==> src/rtl/pms_defines.vh <==
`ifndef PMS_DEFINES_VH
`define PMS_DEFINES_VH

// ==================================================================
// Requested power modes.
`define PMS_MODE_RUN 3'h0
`define PMS_MODE_HSRUN 3'h1
`define PMS_MODE_VLP_RUN 3'h2

// ==================================================================
// Sequencer states.
`define PMS_ST_RUN 3'h0
`define PMS_ST_SLEEP 3'h1
`define PMS_ST_STOP_ACK 3'h2
`define PMS_ST_DEEP 3'h3

// ==================================================================
// Flash access speed codes and oscillator source codes.
`define PMS_FLASH_FULL 1'h0
`define PMS_FLASH_1MHZ 1'h1
`define PMS_SRC_NORMAL 1'h0
`define PMS_SRC_IRC_4MHZ 1'h1

// ==================================================================
// Levels of the enable and request outputs.
`define PMS_ON 1'h1
`define PMS_OFF 1'h0

// ==================================================================
// Stop acknowledge width and synchroniser reset value.
`define PMS_NUM_ACK 4
`define PMS_NUM_WAKE 4
`define PMS_ACK_ALL 4'hf
`define PMS_ZERO_ACK 4'h0

`endif

==> src/rtl/pms_sync.v <==
`timescale 1ns/1ns

// ==================================================================
// Two flop synchroniser for a bundle of asynchronous levels.
module pms_sync #(
  parameter W = 1
) (
  input wire ref_clk_i,
  input wire rst_i,
  input wire [W-1:0] async_i,
  output reg [W-1:0] sync_o
);
  reg [W-1:0] meta_q;

  always @(posedge ref_clk_i) begin
    if (rst_i) begin
      meta_q <= {W{1'h0}};
      sync_o <= {W{1'h0}};
    end else begin
      meta_q <= async_i;
      sync_o <= meta_q;
    end
  end
endmodule // pms_sync

==> src/rtl/pms_power_mode_sequencer.v <==
`timescale 1ns/1ns
`include "pms_defines.vh"

// Function
// - Sleep or deep sleep is entered only on a wait-for-interrupt instruction or on a return from the last handler with sleep-after-handler set.
// - Sleep gates the core clock; deep sleep gates the core and interrupt controller clocks.
// - In sleep the interrupt controller stays live; any interrupt or reset wakes.
// - Deep sleep wakes only through the async wake controller from enabled sources.
// - Sleep-after-handler enters low power when the last handler returns.
// - Normal run gives full speed with full regulation.
// - High-speed run allows a faster clock with full regulation.
// - Normal wait sleeps the core; peripherals clocked; interrupts stay live.
// - Normal stop keeps registers and voltage detect; stops controller and peripherals.
// - Bus and master clocks gate only after all stop acknowledges are valid.
// - Very-low-power run uses 1 MHz flash, voltage detect off, 4 MHz source.
// - Very-low-power wait equals that run but core sleeps; controller clock on.
// - Very-low-power stop turns controller clock off; wakes via async controller.
module pms_power_mode_sequencer (
  input wire ref_clk_i,
  input wire rst_i,
  input wire [2:0] run_mode_i,
  input wire deep_sleep_sel_i,
  input wire sleep_after_handler_bit_i,
  input wire wait_for_interrupt_instr_i,
  input wire exception_return_i,
  input wire handlers_pending_i,
  input wire irq_pending_i,
  input wire [3:0] wake_src_i,
  input wire [3:0] wake_enable_i,
  input wire [3:0] stop_ack_i,
  output reg core_clk_en_o,
  output reg irq_ctrl_clk_en_o,
  output reg sys_clk_en_o,
  output reg bus_clk_en_o,
  output reg periph_clk_en_o,
  output reg stop_req_o,
  output reg async_wake_sel_o,
  output reg low_voltage_detect_en_o,
  output reg full_regulation_o,
  output reg high_speed_en_o,
  output reg flash_slow_o,
  output reg clk_src_irc_o,
  output reg [2:0] state_o
);

  // ==================================================================
  // Asynchronous inputs pass two flops before any logic reads them.
  // Reset clears both stages, so no stale acknowledge is seen after reset.
  wire [3:0] wake_src_s;
  wire [3:0] stop_ack_s;

  pms_sync #(
    .W(`PMS_NUM_WAKE + `PMS_NUM_ACK)
  ) pms_sync_i (
    .ref_clk_i(ref_clk_i),
    .rst_i(rst_i),
    .async_i({wake_src_i, stop_ack_i}),
    .sync_o({wake_src_s, stop_ack_s})
  );

  // ==================================================================
  // Wake qualification, one enable per source.
  wire [3:0] wake_hit;
  wire async_wake;

  genvar g;
  generate
    for (g = 0; g < `PMS_NUM_WAKE; g = g + 1) begin : g_wake
      assign wake_hit[g] = wake_src_s[g] & wake_enable_i[g];
    end
  endgenerate

  // Only sources selected by the enable mask can end a stop.
  assign async_wake = |wake_hit;

  // ==================================================================
  // Entry trigger.
  wire handler_exit;
  wire entry;

  // Returning from the last handler with sleep-after-handler set acts as a new instruction.
  assign handler_exit = sleep_after_handler_bit_i && exception_return_i &&
    !handlers_pending_i;
  assign entry = wait_for_interrupt_instr_i || handler_exit;

  // ==================================================================
  // State machine.
  reg [2:0] state_q;
  reg [2:0] state_d;
  reg [2:0] mode_q;
  reg [2:0] mode_d;

  always @* begin
    mode_d = mode_q;
    // The run flavour is only taken while running, so it is held through wait and stop.
    if (state_q == `PMS_ST_RUN) begin
      mode_d = run_mode_i;
    end
  end

  always @* begin
    state_d = state_q;
    case (state_q)
      `PMS_ST_RUN: begin
        if (entry) begin
          if (deep_sleep_sel_i) begin
            state_d = `PMS_ST_STOP_ACK;
          end else begin
            state_d = `PMS_ST_SLEEP;
          end
        end
      end
      `PMS_ST_SLEEP: begin
        // Any pending interrupt ends sleep, since the controller clock still runs.
        if (irq_pending_i) begin
          state_d = `PMS_ST_RUN;
        end
      end
      `PMS_ST_STOP_ACK: begin
        // A wake seen while acknowledges are still pending aborts the stop entry.
        if (async_wake) begin
          state_d = `PMS_ST_RUN;
        end else if (stop_ack_s == `PMS_ACK_ALL) begin
          state_d = `PMS_ST_DEEP;
        end
      end
      `PMS_ST_DEEP: begin
        // Interrupts are not seen here; only the async wake path ends a stop.
        if (async_wake) begin
          state_d = `PMS_ST_RUN;
        end
      end
      default: begin
        state_d = `PMS_ST_RUN;
      end
    endcase
  end

  // ==================================================================
  // State registers.
  always @(posedge ref_clk_i) begin
    if (rst_i) begin
      state_q <= `PMS_ST_RUN;
      mode_q <= `PMS_MODE_RUN;
    end else begin
      state_q <= state_d;
      mode_q <= mode_d;
    end
  end

  // ==================================================================
  // Output decode from the next state, so every output leaves a flop.
  // The outputs therefore change at the same edge as the state.
  wire vlp_n;
  wire asleep_n;
  wire stopping_n;
  wire deep_n;
  reg core_clk_en_d;
  reg irq_ctrl_clk_en_d;
  reg sys_clk_en_d;
  reg bus_clk_en_d;
  reg periph_clk_en_d;
  reg stop_req_d;
  reg async_wake_sel_d;
  reg low_voltage_detect_en_d;
  reg full_regulation_d;
  reg high_speed_en_d;
  reg flash_slow_d;
  reg clk_src_irc_d;

  assign vlp_n = (mode_d == `PMS_MODE_VLP_RUN);
  assign asleep_n = (state_d != `PMS_ST_RUN);
  assign stopping_n = (state_d == `PMS_ST_STOP_ACK);
  assign deep_n = (state_d == `PMS_ST_DEEP);

  always @* begin
    core_clk_en_d = !asleep_n;
    // The controller clock stays on in plain sleep so interrupts still wake the core.
    irq_ctrl_clk_en_d = !stopping_n && !deep_n;
    // System and bus clocks wait for every stop acknowledge before gating.
    sys_clk_en_d = !deep_n;
    bus_clk_en_d = !deep_n;
    periph_clk_en_d = !deep_n;
    stop_req_d = stopping_n || deep_n;
    async_wake_sel_d = stopping_n || deep_n;
    // The very-low-power flavour is kept through wait and stop.
    low_voltage_detect_en_d = !vlp_n;
    full_regulation_d = !vlp_n;
    high_speed_en_d = (mode_d == `PMS_MODE_HSRUN) && !asleep_n;
    flash_slow_d = vlp_n ? `PMS_FLASH_1MHZ : `PMS_FLASH_FULL;
    clk_src_irc_d = vlp_n ? `PMS_SRC_IRC_4MHZ : `PMS_SRC_NORMAL;
  end

  // Reset leaves normal run with every clock running.
  always @(posedge ref_clk_i) begin
    if (rst_i) begin
      core_clk_en_o <= `PMS_ON;
      irq_ctrl_clk_en_o <= `PMS_ON;
      sys_clk_en_o <= `PMS_ON;
      bus_clk_en_o <= `PMS_ON;
      periph_clk_en_o <= `PMS_ON;
      stop_req_o <= `PMS_OFF;
      async_wake_sel_o <= `PMS_OFF;
      low_voltage_detect_en_o <= `PMS_ON;
      full_regulation_o <= `PMS_ON;
      high_speed_en_o <= `PMS_OFF;
      flash_slow_o <= `PMS_FLASH_FULL;
      clk_src_irc_o <= `PMS_SRC_NORMAL;
      state_o <= `PMS_ST_RUN;
    end else begin
      core_clk_en_o <= core_clk_en_d;
      irq_ctrl_clk_en_o <= irq_ctrl_clk_en_d;
      sys_clk_en_o <= sys_clk_en_d;
      bus_clk_en_o <= bus_clk_en_d;
      periph_clk_en_o <= periph_clk_en_d;
      stop_req_o <= stop_req_d;
      async_wake_sel_o <= async_wake_sel_d;
      low_voltage_detect_en_o <= low_voltage_detect_en_d;
      full_regulation_o <= full_regulation_d;
      high_speed_en_o <= high_speed_en_d;
      flash_slow_o <= flash_slow_d;
      clk_src_irc_o <= clk_src_irc_d;
      state_o <= state_d;
    end
  end
endmodule // pms_power_mode_sequencer

==> config.mk <==
export PLATFORM = sky130hd
export DESIGN_NAME = pms_power_mode_sequencer
export DESIGN_NICKNAME = d
export VERILOG_FILES = /design/src/rtl/pms_sync.v /design/src/rtl/pms_power_mode_sequencer.v
export VERILOG_INCLUDE_DIRS = /design/src /design/src/rtl
export SDC_FILE = /design/constraint.sdc
export NUM_CORES = 1
export LEC_CHECK = 0
export BUFFER_PORTS_ARGS = -buffer_cell sky130_fd_sc_hd__buf_2
export CELL_PAD_IN_SITES_DETAIL_PLACEMENT = 2
export CELL_PAD_IN_SITES_GLOBAL_PLACEMENT = 2
export CORE_MARGIN = 5
export CORE_UTILIZATION = 28
export DETAILED_ROUTE_END_ITERATION = 16
export PLACE_DENSITY = 0.8
export SLEW_MARGIN = 20
export SYNTH_ARGS = -nofsm -noshare
export SYNTH_HDL_FRONTEND = slang
export SYNTH_HIERARCHICAL = 1
export SYNTH_SLANG_ARGS = --single-unit
export TNS_END_PERCENT = 1
==> constraint.sdc <==
create_clock -name ref_clk_i -period 2.08 [get_ports ref_clk_i]
set_clock_uncertainty 0.2 [all_clocks]
set_input_delay 0.208 -clock ref_clk_i [delete_from_list [all_inputs] [get_ports ref_clk_i]]
set_output_delay 0.208 -clock ref_clk_i [all_outputs]
set_load 0.01 [all_outputs]
Yosys cells after proc, flatten, opt, wreduce, memory -nomap -nowiden:

Cells that the tools add are included.

* $add $sub $neg: 0
* multiply operators: 0
* divide/modulo/power cells: 0
* $lt $le $gt $ge: 0
* equal/unequal tests: 8
* shifts and indexed selects: 0
* multiplexer cells: 9
* bitwise gates (word level): 4
* reduce and logical (&&, ||, !) cells: 14

Operators with widths (count)
* 3-bit 2-to-1 mux: 6
* 3-bit by 2-bit == test with 1-bit output (second input constant): 5
* 3-bit case mux with 4 select lines: 1
* 3-bit by 1-bit == test with 1-bit output (second input constant): 2
* 1-bit zero test: 5
* 1-bit AND: 4
* 4-bit == test (second input constant): 1
* 1-bit logical AND: 4
* 4-bit OR reduction: 1
* 3-bit zero test: 1
* 3-bit nonzero test: 1
* 1-bit logical OR: 2
* 2-bit 2-to-1 mux: 1
* 1-bit 2-to-1 mux: 1

* flip-flop bits (word level): 29
* latch bits: 0
* memory bits (writable): 0
* bits in read-only memories: 0
* input bits: 23
* output and inout bits: 15
* memories kept: 0

Depth between registers and ports, before layout:

Gate-level depths: netlist of run 1.

* depth in word-level cells: 8
* depth in mapped cells: 4
* depth with buffers taken out: 4

Cells and area by module:

Netlist of run 1, hierarchy kept.

By module, submodules not included
* pms_power_mode_sequencer: instances 1, cells an instance 55, area an instance 545.5 sq um
* pms_sync: instances 1, cells an instance 33, area an instance 464.2 sq um

Least setup slack after synthesis of run 1:

Ideal clock, no wire load.

* path kind: register to register
* start: reg state_o[1] (netlist name)
* end: reg full_regulation_o
* data arrival time: 1.253 ns
* required time: 1.768 ns
* setup slack: 0.515 ns
* cell stages (with the launch flop): 5
* buffers on the path: 0
* clock period less this slack: 1.565 ns
* cell sequence: dfxtp_1 > nor3_4 > or4b_1 > a21oi_2 > inv_2

RTL lines
* end signal: assignment: RTL line pms_power_mode_sequencer.v:205 `` full_regulation_o <= `PMS_ON; ``
* end signal: assignment: RTL line pms_power_mode_sequencer.v:219 `full_regulation_o <= full_regulation_d;`
* end: declaration: RTL line pms_power_mode_sequencer.v:39 `output reg full_regulation_o,`

Worst setup path in the final report of run 1:

* start: reg pms_sync_i.sync_o[4]
* end: reg state_o[0]

* longest elaborated chain between the ends: 4

Ends and longest elaborated chain
* start: declaration: RTL line pms_sync.v:11 `output reg [W-1:0] sync_o`
* start signal: assignment: RTL line pms_sync.v:18 `sync_o <= {W{1'h0}};`
* start signal: assignment: RTL line pms_sync.v:21 `sync_o <= meta_q;`
* 1-bit AND *: RTL line pms_power_mode_sequencer.v:69 `assign wake_hit[g] = wake_src_s[g] & wake_enable_i[g];`
* 4-bit OR reduction *: RTL line pms_power_mode_sequencer.v:74 `assign async_wake = |wake_hit;`
* 3-bit 2-to-1 mux, on equally long branches: RTL line pms_power_mode_sequencer.v:129, pms_power_mode_sequencer.v:121
* 3-bit case mux with 4 select lines *: RTL line pms_power_mode_sequencer.v:103 `case (state_q)`
* end signal: assignment: RTL line pms_power_mode_sequencer.v:209 `` state_o <= `PMS_ST_RUN; ``
* end signal: assignment: RTL line pms_power_mode_sequencer.v:223 `state_o <= state_d;`
* end: declaration: RTL line pms_power_mode_sequencer.v:43 `output reg [2:0] state_o`

Every way passes the cells marked *; elsewhere a longest branch is shown, timed or not.
A chain may end at the register's enable or synchronous reset.

==> results of run 1 <==
==> state kept, by name (all words and copies together) (netlist names) <==
register / count
high_speed_en_o: 1
periph_clk_en_o: 1
pms_sync_i/meta_q: 8
clk_src_irc_o: 1
irq_ctrl_clk_en_o: 1
core_clk_en_o: 1
mode_q: 3
full_regulation_o: 1
pms_sync_i/sync_o: 8
async_wake_sel_o: 1
state_o: 3
==> worst max-delay path by stage <==
stage	from	to	slack, ns
2_1_floorplan	state_o[1]$_SDFF_PP0_	full_regulation_o$_SDFF_PP1_	0.51
3_3_place_gp	wake_enable_i[0]	high_speed_en_o$_SDFF_PP0_	0.42
3_5_place_dp	wake_enable_i[0]	high_speed_en_o$_SDFF_PP0_	0.38
4_1_cts	pms_sync_i/sync_o[4]$_SDFF_PP0_	state_o[0]$_SDFF_PP0_	0.36
5_1_grt	state_o[1]$_SDFF_PP0_	periph_clk_en_o$_SDFF_PP1_	0.24
6_report	pms_sync_i/sync_o[4]$_SDFF_PP0_	state_o[0]$_SDFF_PP0_	0.38
==> timing repair <==
action,in CTS,in global routing
hold endpoints to repair,12,0
buffers inserted,0,0
hold buffers,11,0
resized for setup,0,0
==> metrics by stage <==
stage / util (%) / instances / hold slack (ns) / instance area (um^2)
global route: 39.9 / 182 / 0.113 / 1360
detailed placement: 35.1 / 164 / 0.224 / 1200
CTS: 39.9 / 182 / 0.0844 / 1360
floorplan: - / 88 / 0.137 / 1010
finish: 39.9 / 182 / 0.0990 / 1360
global placement: 35.1 / 164 / 0.216 / 1200
==> final cells by class <==
cell class | instances | area (um^2) | area share [%]
clock buffer | 7 | 55.1 | 4.04
inverter | 2 | 7.51 | 0.550
multi-input combinational | 50 | 368 | 27.0
sequential | 29 | 581 | 42.6
tap | 46 | 57.6 | 4.22
timing repair buffer | 48 | 295 | 21.7
==> power by group through the flow <==
stage	Combinational, mW	Sequential (mW)	Clock, mW
global route	0.126	0.598	0.375
CTS	0.116	0.595	0.353
global placement	0.0953	0.605	0
floorplan	0.0567	0.609	0
finish	0.113	0.594	0.336
detailed placement	0.0995	0.607	0
==> cells in the final DEF, fill, tap and decap left out, types with 2 or more instances in the layout <==
master	netlist	layout
clkbuf_4	0	5
buf_2	1	37
dfxtp_1	29	29
mux2i_1	3	3
nor2b_1	4	4
a21oi_2	2	2
and2b_2	6	6
dlygate4sd3_1	0	11
a31oi_1	2	2
nor2_1	7	7
nand2_1	3	3
nor2b_2	7	7
==> critical path: stages, from the launching register on <==
cell and delay (ns):
dfxtp_1 0.30, a222oi_1 0.39, nand4b_1 0.30, a22oi_2 0.29, nor2b_1 0.16
==> cell families after synthesis <==
| family | synth area share [%] |
|---|---|
| buffers and inverters | 6.07 |
| muxes | 2.97 |
| other | 0.371 |
| and+or+nand+nor | 24.5 |
| DFF | 57.5 |
| AOI/OAI and AO/OA | 8.55 |
==> layer usage <==
metal | track usage, % | up-vias | share of wire (%) | wire (um)
li1 | - | 389 | - | -
met1 | 9.80 | 370 | 37 | 877
met2 | 17.3 | 33 | 50 | 1170
met3 | 4.88 | 7 | 10 | 239
met4 | 6.38 | 0 | 2.6 | 61
met5 | 0 | - | 0 | 0
==> flow_metrics.tcl, run 1 <==
set metrics [dict create \
    fin_nets 159 \
    rows 21 \
    rr_worst_depth 4 \
    worst_slack_ns 0.378 \
    die_w_um 70.1 \
    die-area_mm2 0.00491 \
    min_from "irq_pending_i" \
    clock-sinks 29 \
    status "finished clean" \
    clockRootBuffer "clkbuf_4" \
    antennaDiodeCount 0 \
    netlist_top_cells_area "dfxtp_1 57%, nor2b_2 6.1%, and2b_2 5.2%, buf_4 3.7%, mux2i_1 3.0%" \
    synthTopCellsByCount "29 x dfxtp_1, 7 x nor2_1, 7 x nor2b_2" \
    vias 799 \
    synth.largest_area_cell "dfxtp_1" \
    path_clk_slew_ns 0.08 \
    p_sw_share_pct 22.9 \
    synth-edff-count 0 \
    cts_made_buffers 5 \
    rr_endpoint "state_o[0]$_SDFF_PP0_" \
    dp_hpwl_mm 1.74 \
    area.growth.synth_to_final_pct 35.1 \
    fmax_mhz 587 \
    p_per_area_mw_per_mm2 765 \
    power.switching_uw 239 \
    grt_pass1_wl_mm 3.86 \
    io_buffers 37 \
    min_to "periph_clk_en_o$_SDFF_PP1_" \
    hold_depth 4 \
    period_minus_slack_ns 1.70 \
    initial_core_util_pct 29.6 \
    gp_congestion 0.767 \
    h-tree-depth 2 \
    synth-seq-cells 29 \
    ys_seq_area_share_pct 57.5 \
    grtUsageTotal_pct 10.2 \
    leakagePower_nw 0.603 \
    comb_power_share_pct 10.9 \
    netlist.area_leader.share_pct 57.5 \
    io_pins 38 \
    setup_viol 0 \
    drive_gt1_share_pct 45.6 \
    grt_pass1_vias 853 \
    antenna_left 0 \
    core_mm2 0.00342 \
    report.power.total_mw 1.04 \
    die_y_um 70.1 \
    yosysWarnings 6 \
    ir_drop_mv 0.354 \
    postRouteWirelength_mm 2.35 \
    nFillCells 388 \
    startpoint_type "flip-flop" \
    crit_path_end_kind "flip-flop" \
    synth.avg_cell_area_um2 11.5 \
    ys_types 30 \
    tritoncts "yes" \
    hold_path_class "in2reg" \
    finalCritPeriodShare_pct 81.8 \
    grt_max_degree 26 \
    remaining_drc_errors 0 \
    drtIter0Drc 13 \
    synth-async-reset-ratio_pct 0 \
    arrival_ns 1.75 \
    first_pass_iters 4 \
    tns_ns 0 \
    clkLatencyLatePin_ns 0.31 \
    ys.flop_type "dfxtp_1" \
    synth.most_common_cell "dfxtp_1" \
    hold_viol_final 0 \
    seq_power_share_pct 56.9 \
    synth_area_mm2 0.00101 \
    rsz0062_at_grt "false" \
    r2r_start "pms_sync_i/sync_o[4]$_SDFF_PP0_" \
    routedWlPerCell_um 12.9 \
    cts_max_path_buffers 2 \
    vias_per_cell 4.39 \
    synth_fp_nets 111 \
    p_clk_share_pct 32.2 \
    required_ns 2.13 \
    syn_inst 88 \
    placement.setup.worst_slack_ns 0.376 \
    p_int_uw 804 \
    path_max_fanout 4 \
    reg2reg_slack_ns 0.38 \
    grt_overflow 0 \
    antenna_found_initial 0 \
    cap_violations 0 \
    final-max-slew-violation-count 0 \
    crit_type "reg2reg" \
]
Note: power is estimated with default switching activity, not from simulation.
==> inputs of run 2 (changes only) <==
==> constraint.sdc (replaced) <==
create_clock -name ref_clk_i -period 1.7 [get_ports ref_clk_i]
set_clock_uncertainty 0.2 [all_clocks]
set_input_delay 0.17 -clock ref_clk_i [delete_from_list [all_inputs] [get_ports ref_clk_i]]
set_output_delay 0.17 -clock ref_clk_i [all_outputs]
set_load 0.01 [all_outputs]
==> flow_metrics.tcl, run 2 (synthesis gave the netlist of run 1 again) <==
set metrics [dict create \
    vias 833 \
    cts_made_buffers 5 \
    critPathMaxStageDelay_ns 0.34 \
    core_mm2 0.00342 \
    arrival_ns 1.62 \
    ir_drop_mv 0.349 \
    min_from "irq_pending_i" \
    finalCritPeriodShare_pct 92.6 \
    report.power.total_mw 1.29 \
    die_w_um 70.1 \
    clockRootBuffer "clkbuf_4" \
    tritoncts "yes" \
    grt_overflow 0 \
    final_common_cell "buf_2" \
    final-max-slew-violation-count 0 \
    hold_path_class "in2reg" \
    cp.depth 5 \
    status "finished clean" \
    io_pins 38 \
    period_minus_slack_ns 1.57 \
    vias_per_cell 4.45 \
    fin_nets 164 \
    grt_pass1_wl_mm 4.56 \
    leakagePower_nw 0.627 \
    die_y_um 70.1 \
    path_clk_slew_ns 0.08 \
    nFillCells 387 \
    rr_worst_depth 5 \
    critical_path_buf_inv_count 1 \
    worstSetupStartpoint "pms_sync_i/sync_o[4]$_SDFF_PP0_" \
    placement.setup.worst_slack_ns 0.0321 \
    first_pass_iters 4 \
    r2r_start "pms_sync_i/sync_o[4]$_SDFF_PP0_" \
    postRouteWirelength_mm 2.71 \
    crit_chain "a222oi_1, nand4b_1, buf_4, a22oi_2, nor2b_1" \
    required_ns 1.75 \
    reg_top3 "pms_sync_i/meta_q (8), pms_sync_i/sync_o (8)" \
    worst_slack_ns 0.125 \
    setup_viol 0 \
    antennaDiodeCount 0 \
    tns_ns 0 \
    gp_congestion 0.798 \
    hold_ws_ns 0.0639 \
    io_buffers 37 \
    hold_viol_final 0 \
    critPathSlowestCell "a222oi_1" \
    fmax_mhz 635 \
    die-area_mm2 0.00491 \
    dp_hpwl_mm 1.86 \
    startpoint_type "flip-flop" \
    clkLatencyLatePin_ns 0.32 \
    antenna_found_initial 0 \
    remaining_drc_errors 0 \
    initial_core_util_pct 29.6 \
    p_per_area_mw_per_mm2 921 \
    slew_headroom_pct 65.3 \
    cap_violations 0 \
    hold_depth 4 \
    h-tree-depth 2 \
    crit_family "compound AO/OA/AOI/OAI gates" \
    tightest_slew_ns 0.520 \
    drtIter0Drc 19 \
    grt_max_degree 26 \
    routedWlPerCell_um 14.5 \
    grtUsageTotal_pct 12.1 \
    area.growth.synth_to_final_pct 38.8 \
    rows 21 \
    antenna_left 0 \
    final_cell_mix "37 x buf_2, 29 x dfxtp_1, 11 x dlygate4sd3_1" \
    cts_max_path_buffers 2 \
    crit_path_end_kind "flip-flop" \
    rsz0062_at_grt "false" \
    crit_type "reg2reg" \
    clock-sinks 29 \
    drive_gt1_share_pct 47.5 \
    path_max_fanout 3 \
    grt_pass1_vias 947 \
]
[run 2: changes by cell type in the layout (fill, tap and decap cells not counted), sizes merged]
cell | before | now
buf | 37 | 42
[run 2: worst register-to-register path, delay by kind of cell, from the launching register on]
family          cells  cell delay [ns]
compound gates      2             0.53
flops               1             0.31
buf+inv             1             0.17
simple gates        2             0.30
[run 2: where the power goes]
| group | switching, mW | total, mW | internal [mW] |
|---|---|---|---|
| sequential | 0.0151 | 0.727 | 0.712 |
| combinational | 0.0678 | 0.152 | 0.0840 |
| clock | 0.218 | 0.413 | 0.195 |
[run 2: routing by layer]
metal	GRT usage (%)	vias to the layer above	share of wire (%)
li1	-	396	-
met3	5.88	4	8.1
met2	21.8	35	53
met4	4.26	0	0.66
met1	11.9	398	38
met5	0	-	0
[run 2: area by class of cell]
| cell class | count | area (um^2) | area share, % |
|---|---|---|---|
| tap | 46 | 57.6 | 4.11 |
| multi-input combinational | 50 | 368 | 26.3 |
| inverter | 2 | 7.51 | 0.536 |
| clock buffer | 7 | 55.1 | 3.93 |
| timing repair buffer | 53 | 333 | 23.8 |
| sequential | 29 | 581 | 41.4 |
[run 2: path summary, 6_finish.rpt]
kind | slack, ns | end
max reg2reg | 0.13 | state_o[0]$_SDFF_PP0_
max | 0.13 | state_o[0]$_SDFF_PP0_
min | 0.06 | periph_clk_en_o$_SDFF_PP1_
min reg2reg | 0.25 | pms_sync_i/sync_o[2]$_SDFF_PP0_
[run 2: metrics by stage]
step                area [um^2]  utilization, %  cells
global route               1400            41.0    187
floorplan                  1010               -     88
global placement           1220            35.8    167
CTS                        1400            41.0    187
finish                     1400            41.0    187
detailed placement         1220            35.8    167
[run 2: repair_timing]
action | CTS | global route
hold buffers | 11 | 0
pin swaps | 1 | 2
hold endpoints to repair | 13 | 0
buffers inserted | 2 | 0
endpoints found under the setup margin | 4 | 2
resized for setup | 0 | 0
